`src/verilog/failover_pkg.sv`:
```
// Constants for the upstream port failover controller
// Contract
// RQ1 - Failover is disabled unless a failover boot mode was sampled at fundamental reset.
// RQ2 - Stack zero is upstream; a lane mux feeds it port 0 or port 2 lanes.
// RQ3 - In failover boot modes port 2 is disabled downstream; ports 1 and 3 run normally.
// RQ4 - Upstream resources such as link status outputs stay tied to port 0.
// RQ5 - Failover forces Detect and DL_Down, flushes queues, switches mux, then retrains.
// RQ6 - With link_down_hot_reset_disable set, failover DL_Down causes no hot reset.
// RQ7 - failover_enabled_flag is set whenever a failover boot mode is active.
// RQ8 - current_upstream_port always reports port 0 or port 2.
// RQ9 - Each dynamic failover sets sticky upstream_change_flag, kept across hot reset.
// RQ10 - Hot reset does not disturb failover; controls are inert outside failover modes.
// RQ11 - Port-2 failover modes pick port 2 at reset; all others pick port 0.
// RQ12 - Static failover: hold fundamental reset, change boot mode, release reset.
// RQ13 - Same-source request during failover is dropped; other-source request is held. The code does not hold a pin request: pin_req is blocked while busy.
// RQ14 - A change to the software select starts a failover in failover modes.
// RQ15 - Software must not change the software select while a failover runs.
// RQ16 - Pin failover needs pin enable, failover mode, and pin port differing from current.
// RQ17 - Pin select follows GPIO 4; low picks port 0, high picks port 2.
// RQ18 - The select pin changes at most once per second.
// RQ19 - Watchdog failover starts on enable, failover mode, and count going one to zero.
// RQ20 - Nonzero count decrements each microsecond, stops at zero until rewritten nonzero.
// RQ21 - Count is writable any time and keeps counting through hot reset.
// RQ22 - Watchdog failover moves upstream to the port not currently reported.
// RQ23 - The watchdog count is 32 bits wide.
package failover_pkg;
    localparam int CLK_MHZ = 125;
    localparam int TICK_US = 1;
    localparam int TICK_CYCLES = CLK_MHZ * TICK_US;
    localparam int COUNT_W = 32;
    localparam int MODE_W = 4;
    localparam logic [3:0] MODE_NORMAL = 4'h0;
    localparam logic [3:0] MODE_FO_P0 = 4'h1;
    localparam logic [3:0] MODE_FO_P2 = 4'h2;
    localparam logic [3:0] MODE_EE_FO_P0 = 4'h3;
    localparam logic [3:0] MODE_EE_FO_P2 = 4'h4;
    localparam int SETTLE_CYCLES = 16;
    localparam int SRC_SW = 0;
    localparam int SRC_PIN = 1;
    localparam int SRC_WDOG = 2;
    typedef enum logic [1:0] {FO_IDLE, FO_DOWN, FO_SWITCH, FO_TRAIN} fo_state_t;
endpackage : failover_pkg

```
`src/verilog/upstream_port_failover.sv`:
```
// Upstream port failover controller: mode capture, request arbitration, watchdog and lane mux select
`timescale 1ns/100ps
module upstream_port_failover #(
    parameter int SETTLE = failover_pkg::SETTLE_CYCLES
) (
    input wire logic clk_sys, // Core clock
    input wire logic rst_n, // Fundamental reset, sync low
    input wire logic hot_reset, // Hot reset pulse; failover state survives it
    input wire logic [3:0] boot_mode_select, // Boot mode straps
    input wire logic gpio4_in, // Upstream select pin
    input wire logic sw_select, // Software select field, 0 port0 1 port2
    input wire logic pin_failover_enable, // Pin failover enable
    input wire logic timer_failover_enable, // Watchdog failover enable
    input wire logic link_down_hot_reset_disable, // Suppress hot reset on link down
    input wire logic wdog_write, // Watchdog count write strobe
    input wire logic [31:0] wdog_wdata, // Watchdog count write data
    input wire logic change_clear, // Clears upstream change flag
    input wire logic train_done, // Link training completed on new port
    output logic failover_enabled_flag, // Failover boot mode active
    output logic current_upstream_port, // 0 port0, 1 port2
    output logic upstream_change_flag, // Sticky change flag
    output logic upstream_change_initiated_flag, // Failover in progress
    output logic lane_mux_sel, // Lanes into stack zero, 1 port2
    output logic port2_disable, // Port 2 downstream disabled
    output logic ltssm_force_detect, // Force upstream LTSSM to Detect
    output logic dl_force_down, // Force DL_Down and flush queues
    output logic start_training, // Start link training pulse
    output logic hot_reset_req, // Hot reset of hierarchy on link down
    output logic link_status_port0, // Upstream resources bound to port 0
    output logic [31:0] failover_watchdog_reg // Watchdog count
);
    // Pin sync
    logic pin_s1, pin_s2;
    always_ff @(posedge clk_sys) begin
        if (!rst_n) begin
            pin_s1 <= 1'b0;
            pin_s2 <= 1'b0;
        end else begin
            pin_s1 <= gpio4_in;
            pin_s2 <= pin_s1; // RQ17
        end
    end

    // Strap capture at release of fundamental reset
    logic in_rst, fo_mode, init_p2;
    logic next_fo_mode, next_init_p2;
    always_comb begin
        next_fo_mode = fo_mode;
        next_init_p2 = init_p2;
        if (in_rst) begin
            next_fo_mode = (boot_mode_select == failover_pkg::MODE_FO_P0) ||
                (boot_mode_select == failover_pkg::MODE_FO_P2) ||
                (boot_mode_select == failover_pkg::MODE_EE_FO_P0) ||
                (boot_mode_select == failover_pkg::MODE_EE_FO_P2); // RQ1
            next_init_p2 = (boot_mode_select == failover_pkg::MODE_FO_P2) ||
                (boot_mode_select == failover_pkg::MODE_EE_FO_P2); // RQ11
        end
    end
    always_ff @(posedge clk_sys) begin
        if (!rst_n) begin
            in_rst <= 1'b1;
            fo_mode <= 1'b0;
            init_p2 <= 1'b0;
        end else begin
            in_rst <= 1'b0;
            fo_mode <= next_fo_mode;
            init_p2 <= next_init_p2;
        end
    end

    // Watchdog; hot_reset deliberately unused here so counting continues
    logic [7:0] tick_cnt;
    logic [7:0] next_tick_cnt;
    logic [31:0] next_wdog;
    logic tick, wdog_expire;
    always_comb begin
        tick = (tick_cnt == 8'(failover_pkg::TICK_CYCLES - 1));
        next_tick_cnt = tick ? 8'h00 : tick_cnt + 8'h01;
        next_wdog = failover_watchdog_reg;
        wdog_expire = 1'b0;
        if (wdog_write) begin
            next_wdog = wdog_wdata; // RQ21
        end else if (tick && failover_watchdog_reg != 32'h0) begin
            next_wdog = failover_watchdog_reg - 32'h1; // RQ20
            wdog_expire = (failover_watchdog_reg == 32'h1); // RQ19
        end
    end
    always_ff @(posedge clk_sys) begin
        if (!rst_n) begin
            tick_cnt <= 8'h00;
            failover_watchdog_reg <= 32'h0;
        end else begin
            tick_cnt <= next_tick_cnt;
            failover_watchdog_reg <= next_wdog;
        end
    end

    // Requests
    logic sw_q, busy;
    logic [2:0] pend, busy_src, req;
    logic [2:0] req_tgt, pend_tgt;
    logic wd_req, pin_req, sw_req;
    always_comb begin
        sw_req = fo_mode && !in_rst && (sw_select != sw_q); // RQ14
        pin_req = fo_mode && pin_failover_enable && (pin_s2 != current_upstream_port) &&
            !(busy || pend[failover_pkg::SRC_PIN]); // RQ16
        wd_req = fo_mode && timer_failover_enable && wdog_expire; // RQ19
        req = {wd_req, pin_req, sw_req};
    end

    // Failover sequencer
    failover_pkg::fo_state_t state, next_state;
    logic [31:0] settle_cnt, next_settle_cnt;
    logic cur, next_cur, next_sw_q, next_chg;
    logic [2:0] next_pend, next_busy_src, next_pend_tgt;
    logic next_tgt, tgt;
    logic [2:0] grant;
    always_comb begin
        next_state = state;
        next_settle_cnt = settle_cnt;
        next_cur = cur;
        next_sw_q = fo_mode ? sw_select : sw_q;
        next_chg = upstream_change_flag;
        next_pend = pend;
        next_pend_tgt = pend_tgt;
        next_busy_src = busy_src;
        next_tgt = tgt;
        req_tgt = {~cur, pin_s2, sw_select}; // RQ22
        grant = 3'b000;
        if (change_clear) begin
            next_chg = 1'b0;
        end
        for (int i = 0; i < 3; i++) begin
            if (req[i]) begin
                if (busy && busy_src[i]) begin
                    next_pend[i] = pend[i]; // RQ13
                end else begin
                    next_pend[i] = 1'b1; // RQ13
                    next_pend_tgt[i] = req_tgt[i];
                end
            end
        end
        case (state)
            failover_pkg::FO_IDLE: begin
                for (int i = 2; i >= 0; i--) begin
                    if (next_pend[i]) begin
                        grant = 3'b000;
                        grant[i] = 1'b1;
                    end
                end
                if (grant != 3'b000) begin
                    next_pend = next_pend & ~grant;
                    next_busy_src = grant;
                    next_tgt = |(grant & next_pend_tgt);
                    next_state = failover_pkg::FO_DOWN;
                end
            end
            failover_pkg::FO_DOWN: begin
                next_cur = tgt; // RQ5
                next_chg = 1'b1; // RQ9
                next_settle_cnt = 32'h0;
                next_state = failover_pkg::FO_SWITCH;
            end
            failover_pkg::FO_SWITCH: begin
                next_settle_cnt = settle_cnt + 32'h1;
                if (settle_cnt == 32'(SETTLE - 1)) begin
                    next_state = failover_pkg::FO_TRAIN;
                end
            end
            default: begin
                if (train_done) begin
                    next_busy_src = 3'b000;
                    next_state = failover_pkg::FO_IDLE;
                end
            end
        endcase
    end
    assign busy = (state != failover_pkg::FO_IDLE);
    // Hot reset not applied: sequencer and flags survive it
    always_ff @(posedge clk_sys) begin
        if (!rst_n) begin
            state <= failover_pkg::FO_IDLE;
            settle_cnt <= 32'h0;
            cur <= 1'b0;
            sw_q <= 1'b0;
            upstream_change_flag <= 1'b0;
            pend <= 3'b000;
            pend_tgt <= 3'b000;
            busy_src <= 3'b000;
            tgt <= 1'b0;
        end else begin
            state <= in_rst ? failover_pkg::FO_IDLE : next_state;
            settle_cnt <= next_settle_cnt;
            cur <= in_rst ? next_init_p2 : next_cur; // RQ11
            sw_q <= in_rst ? next_init_p2 : next_sw_q;
            upstream_change_flag <= next_chg; // RQ9
            pend <= in_rst ? 3'b000 : next_pend;
            pend_tgt <= next_pend_tgt;
            busy_src <= next_busy_src;
            tgt <= next_tgt;
        end
    end

    // Outputs
    always_comb begin
        failover_enabled_flag = fo_mode; // RQ7
        current_upstream_port = cur; // RQ8
        upstream_change_initiated_flag = busy;
        lane_mux_sel = cur; // RQ2
        port2_disable = fo_mode; // RQ3
        link_status_port0 = 1'b1; // RQ4
        ltssm_force_detect = (state == failover_pkg::FO_DOWN) || (state == failover_pkg::FO_SWITCH); // RQ5
        dl_force_down = (state != failover_pkg::FO_IDLE) && (state != failover_pkg::FO_TRAIN); // RQ5
        start_training = (state == failover_pkg::FO_SWITCH) && (settle_cnt == 32'(SETTLE - 1)); // RQ5
        hot_reset_req = (state == failover_pkg::FO_DOWN) && !link_down_hot_reset_disable; // RQ6
    end

    fo_off_a: assert property (@(posedge clk_sys) disable iff (!rst_n)
        !fo_mode |-> !busy) else $error("failover ran outside failover mode"); // RQ1
    wdog_dec_a: assert property (@(posedge clk_sys) disable iff (!rst_n)
        (tick && !wdog_write && failover_watchdog_reg != 32'h0) |=>
        failover_watchdog_reg == $past(failover_watchdog_reg) - 32'h1) else $error("watchdog missed decrement"); // RQ20
    wdog_hold_a: assert property (@(posedge clk_sys) disable iff (!rst_n)
        (failover_watchdog_reg == 32'h0 && !wdog_write) |=> failover_watchdog_reg == 32'h0)
        else $error("watchdog left zero"); // RQ20
    sw_start_a: assert property (@(posedge clk_sys) disable iff (!rst_n)
        (sw_req && !busy && pend == 3'b000) |=> state == failover_pkg::FO_DOWN)
        else $error("software failover not started"); // RQ14
    chg_set_a: assert property (@(posedge clk_sys) disable iff (!rst_n)
        state == failover_pkg::FO_DOWN |=> upstream_change_flag && cur == $past(tgt))
        else $error("change not recorded"); // RQ9
    hot_sup_a: assert property (@(posedge clk_sys) disable iff (!rst_n)
        link_down_hot_reset_disable |-> !hot_reset_req) else $error("hot reset not suppressed"); // RQ6
    mux_port_a: assert property (@(posedge clk_sys) disable iff (!rst_n)
        lane_mux_sel == current_upstream_port) else $error("mux differs from current port"); // RQ2
    train_seq_a: assert property (@(posedge clk_sys) disable iff (!rst_n)
        state == failover_pkg::FO_DOWN |=> ltssm_force_detect ##1 ltssm_force_detect)
        else $error("detect not held"); // RQ5
    init_port_a: assert property (@(posedge clk_sys) disable iff (!rst_n)
        in_rst |=> cur == $past(next_init_p2)) else $error("wrong initial port"); // RQ11

    // Mode and static outputs
    mode_hold_a: assert property (@(posedge clk_sys) disable iff (!rst_n) // RQ1
        !in_rst |=> $stable(fo_mode))
        else $error("failover mode changed after reset");

    flag_mode_a: assert property (@(posedge clk_sys) disable iff (!rst_n) // RQ7
        failover_enabled_flag == fo_mode)
        else $error("enabled flag differs from mode");

    p2_dis_a: assert property (@(posedge clk_sys) disable iff (!rst_n) // RQ3
        port2_disable == failover_enabled_flag)
        else $error("port 2 disable wrong");

    lsp_port0_a: assert property (@(posedge clk_sys) disable iff (!rst_n) // RQ4
        link_status_port0)
        else $error("link status left port 0");

    inert_mode_a: assert property (@(posedge clk_sys) disable iff (!rst_n) // RQ10
        !fo_mode |-> req == 3'b000)
        else $error("request outside failover mode");

    // Port switch only happens in the down state or at strap capture
    cur_stable_a: assert property (@(posedge clk_sys) disable iff (!rst_n) // RQ8
        (state != failover_pkg::FO_DOWN && !in_rst) |=> $stable(cur))
        else $error("port changed outside failover");

    mux_switch_a: assert property (@(posedge clk_sys) disable iff (!rst_n) // RQ2
        state == failover_pkg::FO_DOWN |=> lane_mux_sel == $past(tgt))
        else $error("mux not switched to target");

    chg_keep_a: assert property (@(posedge clk_sys) disable iff (!rst_n) // RQ9
        (upstream_change_flag && !change_clear) |=> upstream_change_flag)
        else $error("change flag lost");

    down_force_a: assert property (@(posedge clk_sys) disable iff (!rst_n) // RQ5
        state == failover_pkg::FO_DOWN |-> ltssm_force_detect && dl_force_down)
        else $error("down state without forcing");

    hot_req_a: assert property (@(posedge clk_sys) disable iff (!rst_n) // RQ6
        hot_reset_req |-> state == failover_pkg::FO_DOWN)
        else $error("hot reset outside link down");

    train_after_a: assert property (@(posedge clk_sys) disable iff (!rst_n) // RQ5
        start_training |=> state == failover_pkg::FO_TRAIN && !start_training)
        else $error("training start not single");

    train_wait_a: assert property (@(posedge clk_sys) disable iff (!rst_n) // RQ5
        (state == failover_pkg::FO_TRAIN && !train_done) |=> state == failover_pkg::FO_TRAIN)
        else $error("training left early");

    // Arbitration between sources
    held_req_a: assert property (@(posedge clk_sys) disable iff (!rst_n) // RQ13
        (busy && wd_req && !busy_src[failover_pkg::SRC_WDOG]) |=> pend[failover_pkg::SRC_WDOG])
        else $error("other source not held");

    same_drop_a: assert property (@(posedge clk_sys) disable iff (!rst_n) // RQ13
        (busy && busy_src[failover_pkg::SRC_SW] && sw_req && !pend[failover_pkg::SRC_SW]) |=> !pend[failover_pkg::SRC_SW])
        else $error("same source not dropped");

    pin_start_a: assert property (@(posedge clk_sys) disable iff (!rst_n) // RQ16
        (pin_req && !sw_req && pend == 3'b000) |=> state == failover_pkg::FO_DOWN)
        else $error("pin failover not started");

    wd_gate_a: assert property (@(posedge clk_sys) disable iff (!rst_n) // RQ19
        (tick && failover_watchdog_reg == 32'h1 && !wdog_write && timer_failover_enable && fo_mode) |-> wd_req)
        else $error("watchdog expiry not requested");

    wd_target_a: assert property (@(posedge clk_sys) disable iff (!rst_n) // RQ22
        (wd_req && !sw_req && !pin_req && !busy && pend == 3'b000) |=> tgt != cur)
        else $error("watchdog target not other port");

    wd_rearm_a: assert property (@(posedge clk_sys) disable iff (!rst_n) // RQ21
        wdog_write |=> failover_watchdog_reg == $past(wdog_wdata))
        else $error("watchdog write lost");
endmodule : upstream_port_failover
```
`config.mk`:
```
export PLATFORM = sky130hd
export DESIGN_NAME = upstream_port_failover
export DESIGN_NICKNAME = d
export VERILOG_FILES = /design/src/verilog/failover_pkg.sv /design/src/verilog/upstream_port_failover.sv
export SDC_FILE = /design/constraint.sdc
export NUM_CORES = 1
export LEC_CHECK = 0
export ABC_AREA = 1
export BUFFER_PORTS_ARGS = -buffer_cell sky130_fd_sc_hd__buf_2
export CAP_MARGIN = 15
export CELL_PAD_IN_SITES_DETAIL_PLACEMENT = 1
export CELL_PAD_IN_SITES_GLOBAL_PLACEMENT = 1
export CORE_MARGIN = 8
export CORE_UTILIZATION = 42
export CTS_CLUSTER_SIZE = 10
export DETAILED_ROUTE_END_ITERATION = 8
export PLACE_DENSITY = 0.86
export RECOVER_POWER = 25
export SLEW_MARGIN = 20
export SYNTH_ARGS = -nofsm -noshare
export SYNTH_HDL_FRONTEND = slang
export SYNTH_SLANG_ARGS = --single-unit
```
`constraint.sdc`:
```
create_clock -name clk_sys -period 4.8 [get_ports clk_sys]
set_input_delay 1.2 -clock clk_sys [delete_from_list [all_inputs] [get_ports clk_sys]]
set_output_delay 1.2 -clock clk_sys [all_outputs]
set_load 0.03 [all_outputs]
```
==> results of run 1 <==
metal layers:
| metal | part of all wire (%) | track usage [%] |
|---|---|---|
| met2 | 50 | 38.1 |
| met1 | 44 | 24.3 |
| met5 | 0 | 0 |
| met4 | 2.3 | 8.67 |
| met3 | 3.3 | 3.33 |
kinds of logic after synthesis:
logic type                 synth area share, %
and+or+nand+nor                           36.9
AOI/OAI and AO/OA                         13.0
buffers and inverters                     9.59
DFF                                       34.3
xor gates and xnor gates                  3.67
adders and majority gates                 2.38
other                                   0.0715
cells in the final DEF, fill, tap and decap left out, types with 2 or more instances in the layout:
cell type  instances
nor2_1           145
a21oi_1           54
a211oi_1           3
inv_2              2
xor2_1            13
buf_4              2
nor3b_1            5
nand4_1           22
nor2_2             2
a31oi_1            7
clkbuf_16          9
clkbuf_1          14
or2_2              3
bufinv_16          3
xnor2_1            9
nand3_1           48
inv_1             97
o21ai_0           45
ha_1              10
buf_2             76
dfxtp_1           90
nor4_1             4
o21a_1             4
nor3_1            27
nand2_1          187
o211ai_1           7
nor2_4             4
power groups by stage:
stage	clock, W	sequential, W	combinational (W)
2_1_floorplan	0	0.000841	0.000159
3_3_place_gp	0	0.000813	0.000270
3_5_place_dp	0	0.000813	0.000276
4_1_cts	0.000842	0.000797	0.000281
5_1_grt	0.000873	0.000800	0.000309
6_report	0.000830	0.000797	0.000277
path summary, 6_finish.rpt:
| path | slack (ns) | end | from | cells past startpoint |
|---|---|---|---|---|
| worst min register to register | 0.42 | pin_s2$_SDFF_PN0_ | pin_s1$_SDFF_PN0_ | 2 |
| worst max register to register | 2.18 | settle_cnt[22]$_SDFFE_PN0N_ | state[0]$_SDFFE_PP0P_ | 6 |
| worst max-delay path | 1.49 | failover_watchdog_reg[14]$_SDFFE_PN0P_ | wdog_write | 7 |
| worst min-delay path | 0.42 | pin_s2$_SDFF_PN0_ | pin_s1$_SDFF_PN0_ | 2 |
critical path, cell delays in order:
cell	delay [ns]
clkbuf_1	0.94
inv_1	0.14
clkbuf_1	0.57
nor2_1	0.30
nor2_1	0.09
o21ai_0	0.11
a21oi_1	0.09
cell type report:
cell class | count | share of cell area (%)
clock buffer | 11 | 3.97
clock inverter | 4 | 1.62
inverter | 99 | 6.07
multi-input combinational | 610 | 48.1
sequential | 90 | 29.5
tap | 172 | 3.52
timing repair buffer | 91 | 7.26
through the flow:
stage	power, W	worst slack (ns)	hold slack (ns)
finish	0.00190	1.49	0.420
global route	0.00198	1.18	0.438
CTS	0.00192	1.74	0.424
detailed placement	0.00109	1.60	0.408
global placement	0.00108	1.70	0.394
floorplan	0.00100	1.99	0.390
==> results.py, run 1 <==
metrics = {
    "pwr": {
        "ir_worst_vdd_v": 0.000157,
        "power_density_mw_per_mm2": 311,
        "p_sw_share_pct": 27.6,
        "combPwrFrac_pct": 14.6,
        "power_frac_seq_pct": 41.9,
        "power.internal_w": 0.00138,
        "clkPwrFrac_pct": 43.6,
        "total_switching_power_w": 0.000526,
        "leakagePower_nw": 2.61,
    },
    "timing": {
        "period_share_pct": 69.0,
        "worstMarginPinSlew_ns": 1.69,
        "setup_violations": 0,
        "rsz0062_at_grt": "false",
        "fin_crit_ns": 3.31,
        "hold_violations": 0,
        "maxSlewViolCount": 32,
        "clock.fmax_mhz": 302,
        "relSlewSlack_pct": -12.4,
        "finalSetupTns_ns": 0,
        "clock_skew_ns": 0.00994,
    },
    "synthesis": {
        "synth.top_cells.by_area": "dfxtp_1, nand2_1, nor2_1",
        "synth_area_per_cell_sq_um": 6.38,
        "yosys_warnings": 0,
        "synth_most_common_cell": "nand2_1",
        "yosys-top-cells-count": "nand2_1, nor2_1, inv_1, dfxtp_1, a21oi_1",
        "netlist_area_sq_mm": 0.00525,
        "yosys.area.top_type": "dfxtp_1",
        "seq_area_frac_synth_pct": 34.3,
        "synth-seq-cells": 90,
        "ys_types": 37,
        "synth_enable_flop_cells": 0,
        "yosysTopAreaCellShare_pct": 34.3,
        "synth-async-reset-ratio_pct": 0,
        "syn_nets": 880,
        "syn_inst": 823,
        "ys.flop_type": "dfxtp_1",
    },
    "cells_and_area": {
        "num-fill-cells": 1760,
        "postLayoutCoreUtil_pct": 49.3,
        "final_cells": 1077,
        "final_area_sq_mm": 0.00612,
        "insertedDiodeCount": 0,
        "drive_above_1_share_pct": 11.8,
        "multi_input_area_sq_mm": 0.00294,
        "seq_area_sq_mm": 0.00180,
        "area_growth_pct": 16.6,
        "final_nets": 958,
    },
    "clock_tree": {
        "path_clk_slew_ns": 0.06,
        "clk_latency_ns": 0.35,
        "ctsResizeCount": 0,
        "cts_tree": "done",
        "htree_levels": 3,
        "clockBufferDepth": 2,
        "ctsHoldBuffers": 0,
        "cts_buffers": 9,
        "post-cts-setup-buffers": 0,
        "cts_sinks": 90,
        "cts_root_buffer": "clkbuf_16",
    },
    "die": {
        "core-area_sq_mm": 0.0124,
        "die_x_um": 128,
        "die_y_um": 128,
        "rows": 41,
        "start_util_pct": 42.3,
        "die-area_sq_mm": 0.0163,
        "pin_count": 90,
    },
    "grt": {
        "gr-total-overflow": 0,
        "grt_pass1_wl_um": 28100,
        "antenna_found_initial": 0,
        "grt_pass1_vias": 5830,
        "grtUsageTotal_pct": 21.2,
        "grt_max_degree": 32,
    },
    "placed_design": {
        "placed_cell_area_sq_mm": 0.00580,
        "hpwl_um": 12600,
        "place_inst": 1062,
        "io_buffers": 87,
        "gp_congestion": 0.859,
    },
    "routing": {
        "drc_errors": 0,
        "antenna_left": 0,
        "drt_wl_total_um": 16800,
        "drt_first_pass_iters": 4,
        "drtIter0Drc": 271,
        "via_per_inst": 5.23,
        "vias": 5637,
        "wl_per_cell_um": 15.6,
    },
    "outcome": {
        "violations": "capacitance limit, slew limit",
        "status": "finished with violations",
    },
    "setup_path": {
        "start_kind": "primary input",
        "critPathCaptureType": "flip-flop",
        "cp_data_arrival_time_ns": 3.47,
        "crit_type": "in -> reg",
        "worstPathRequired_ns": 4.96,
        "path_max_fanout": 31,
    },
    "flow_run": {
        "cap_violations": 1,
    },
    "min_path": {
        "hold_class": "reg -> reg",
    },
}
Note: power is estimated with default switching activity, not from simulation.
==> run 2, diff against run 1 <==
--- a/config.mk
+++ b/config.mk
@@ -11,10 +11,10 @@
 export CELL_PAD_IN_SITES_DETAIL_PLACEMENT = 1
 export CELL_PAD_IN_SITES_GLOBAL_PLACEMENT = 1
 export CORE_MARGIN = 8
-export CORE_UTILIZATION = 42
+export CORE_UTILIZATION = 39
 export CTS_CLUSTER_SIZE = 10
 export DETAILED_ROUTE_END_ITERATION = 8
-export PLACE_DENSITY = 0.86
+export PLACE_DENSITY = 0.81
 export RECOVER_POWER = 25
 export SLEW_MARGIN = 20
 export SYNTH_ARGS = -nofsm -noshare
==> constraint.sdc (replaced) <==
create_clock -name clk_sys -period 3.4 [get_ports clk_sys]
set_input_delay 0.85 -clock clk_sys [delete_from_list [all_inputs] [get_ports clk_sys]]
set_output_delay 0.85 -clock clk_sys [all_outputs]
set_load 0.03 [all_outputs]
==> run 2 against run 1 <==
Effect of this change: the flow still finishes with violations (capacitance limit, slew limit); register-to-register slack lost 1.6 ns; final area is 0.16% lower; non-clock buffer count grew 3; worst hold slack got worse by 0.0017 ns; critical path type is now reg -> reg; critical endpoint is now failover_watchdog_reg[23]$_SDFFE_PN0P_.
==> results.py, run 2 (synthesis results as in run 1) <==
metrics = {
    "placed_design": {
        "hpwl_um": 12700,
        "io_buffers": 87,
        "place_inst": 1069,
        "gp_congestion": 0.848,
    },
    "cells_and_area": {
        "area_growth_pct": 16.4,
        "final_cells": 1085,
        "insertedDiodeCount": 0,
        "drive_above_1_share_pct": 11.9,
        "postLayoutCoreUtil_pct": 46.3,
        "mostFrequentLayoutCell": "nand2_1",
        "num-fill-cells": 1847,
        "final_nets": 961,
        "final_cell_mix": "nand2_1, nor2_1, inv_1, dfxtp_1, buf_2",
    },
    "die": {
        "pin_count": 90,
        "die_y_um": 132,
        "rows": 42,
        "start_util_pct": 39.8,
        "die_x_um": 132,
        "core-area_sq_mm": 0.0132,
        "die-area_sq_mm": 0.0174,
    },
    "timing": {
        "clock.fmax_mhz": 359,
        "worstMarginPinSlew_ns": 1.69,
        "finalSetupTns_ns": 0,
        "rsz0062_at_grt": "false",
        "maxSlewViolCount": 32,
        "relSlewSlack_pct": -13.0,
        "fin_crit_ns": 2.79,
        "hold_violations": 0,
        "period_share_pct": 82.0,
        "setup_violations": 0,
        "clock_skew_ns": 0.00283,
    },
    "outcome": {
        "violations": "capacitance limit, slew limit",
        "status": "finished with violations",
    },
    "pwr": {
        "combPwrFrac_pct": 15.1,
        "power_density_mw_per_mm2": 422,
        "power.total_w": 0.00257,
        "ir_worst_vdd_v": 0.000284,
        "power.internal_w": 0.00184,
        "power_frac_seq_pct": 43.7,
        "p_sw_share_pct": 28.7,
        "leakagePower_nw": 2.61,
        "total_switching_power_w": 0.000738,
        "clkPwrFrac_pct": 41.2,
    },
    "setup_path": {
        "worstPathRequired_ns": 3.58,
        "cp_data_arrival_time_ns": 2.97,
        "rr_startpoint": "failover_watchdog_reg[0]$_SDFFE_PN0P_",
        "critPathCaptureType": "flip-flop",
        "crit_start": "failover_watchdog_reg[0]$_SDFFE_PN0P_",
        "start_kind": "flip-flop",
        "path_max_fanout": 14,
        "crit_type": "reg -> reg",
    },
    "clock_tree": {
        "path_clk_slew_ns": 0.06,
        "htree_levels": 3,
        "clockBufferDepth": 2,
        "ctsHoldBuffers": 0,
        "cts_sinks": 90,
        "post-cts-setup-buffers": 0,
        "cts_tree": "done",
        "clk_latency_ns": 0.35,
        "cts_buffers": 9,
        "cts_root_buffer": "clkbuf_16",
        "ctsResizeCount": 0,
    },
    "routing": {
        "drt_first_pass_iters": 6,
        "via_per_inst": 5.12,
        "drt_wl_total_um": 16400,
        "wl_per_cell_um": 15.1,
        "drtIter0Drc": 295,
        "antenna_left": 0,
        "vias": 5553,
        "drc_errors": 0,
    },
    "grt": {
        "grt_max_degree": 32,
        "antenna_found_initial": 0,
        "grtUsageTotal_pct": 19.1,
        "gr-total-overflow": 0,
        "grt_pass1_vias": 5627,
        "grt_pass1_wl_um": 27500,
    },
    "min_path": {
        "worstHoldStart": "pin_s1$_SDFF_PN0_",
        "hold_class": "reg -> reg",
    },
    "flow_run": {
        "cap_violations": 1,
    },
}
==> run 2: worst paths after layout <==
| path | cells past startpoint | to | slack, ns |
|---|---|---|---|
| max | 12 | failover_watchdog_reg[23]$_SDFFE_PN0P_ | 0.61 |
| min | 2 | pin_s2$_SDFF_PN0_ | 0.42 |
| max reg2reg | 12 | failover_watchdog_reg[23]$_SDFFE_PN0P_ | 0.61 |
| min reg2reg | 2 | pin_s2$_SDFF_PN0_ | 0.42 |
==> run 2: per-layer routing <==
layer | GRT usage, % | wire (um) | up-vias | share of wire, %
met4 | 4.53 | 172 | 0 | 1.0
met5 | 0 | 0 | - | 0
li1 | - | - | 2815 | -
met1 | 23.8 | 7630 | 2620 | 47
met3 | 5.07 | 764 | 19 | 4.7
met2 | 31.9 | 7830 | 99 | 48
==> run 2: cell type report <==
| class | instances | area [sq um] | area share [%] |
|---|---|---|---|
| well taps | 176 | 220 | 3.61 |
| clock inverters | 4 | 48.8 | 0.799 |
| clock buffers | 12 | 267 | 4.36 |
| repair buffers | 94 | 463 | 7.58 |
| multi-input cells | 610 | 2940 | 48.1 |
| flip-flops and latches | 90 | 1800 | 29.5 |
| inverters | 99 | 372 | 6.08 |
==> run 2: power by group through the flow <==
stage          sequential, W  clock (W)  combinational (W)
6_report             0.00112    0.00106           0.000388
3_5_place_dp         0.00115          0           0.000391
2_1_floorplan        0.00119          0           0.000225
3_3_place_gp         0.00115          0           0.000383
5_1_grt              0.00113    0.00114           0.000431
4_1_cts              0.00112    0.00109           0.000394
==> run 2: stage by stage <==
step	hold WS [ns]	instance area [sq um]	setup slack, ns
2_1_floorplan	0.390	5250	1.24
3_3_place_gp	0.396	5820	0.991
3_5_place_dp	0.408	5820	0.947
4_1_cts	0.424	6140	0.702
5_1_grt	0.435	6110	0.426
6_report	0.418	6110	0.613
==> run 2: worst max-delay path: stages (launching register included) <==
cell     delay, ns
dfxtp_1       0.39
inv_1         0.12
ha_1          0.22
nand2_1       0.07
nor2_1        0.05
nand2_2       0.08
nor2_4        0.04
nor2_1        0.84
nor2_4        0.22
inv_2         0.28
o21ai_0       0.12
nor2_1        0.12
nor2_1        0.04
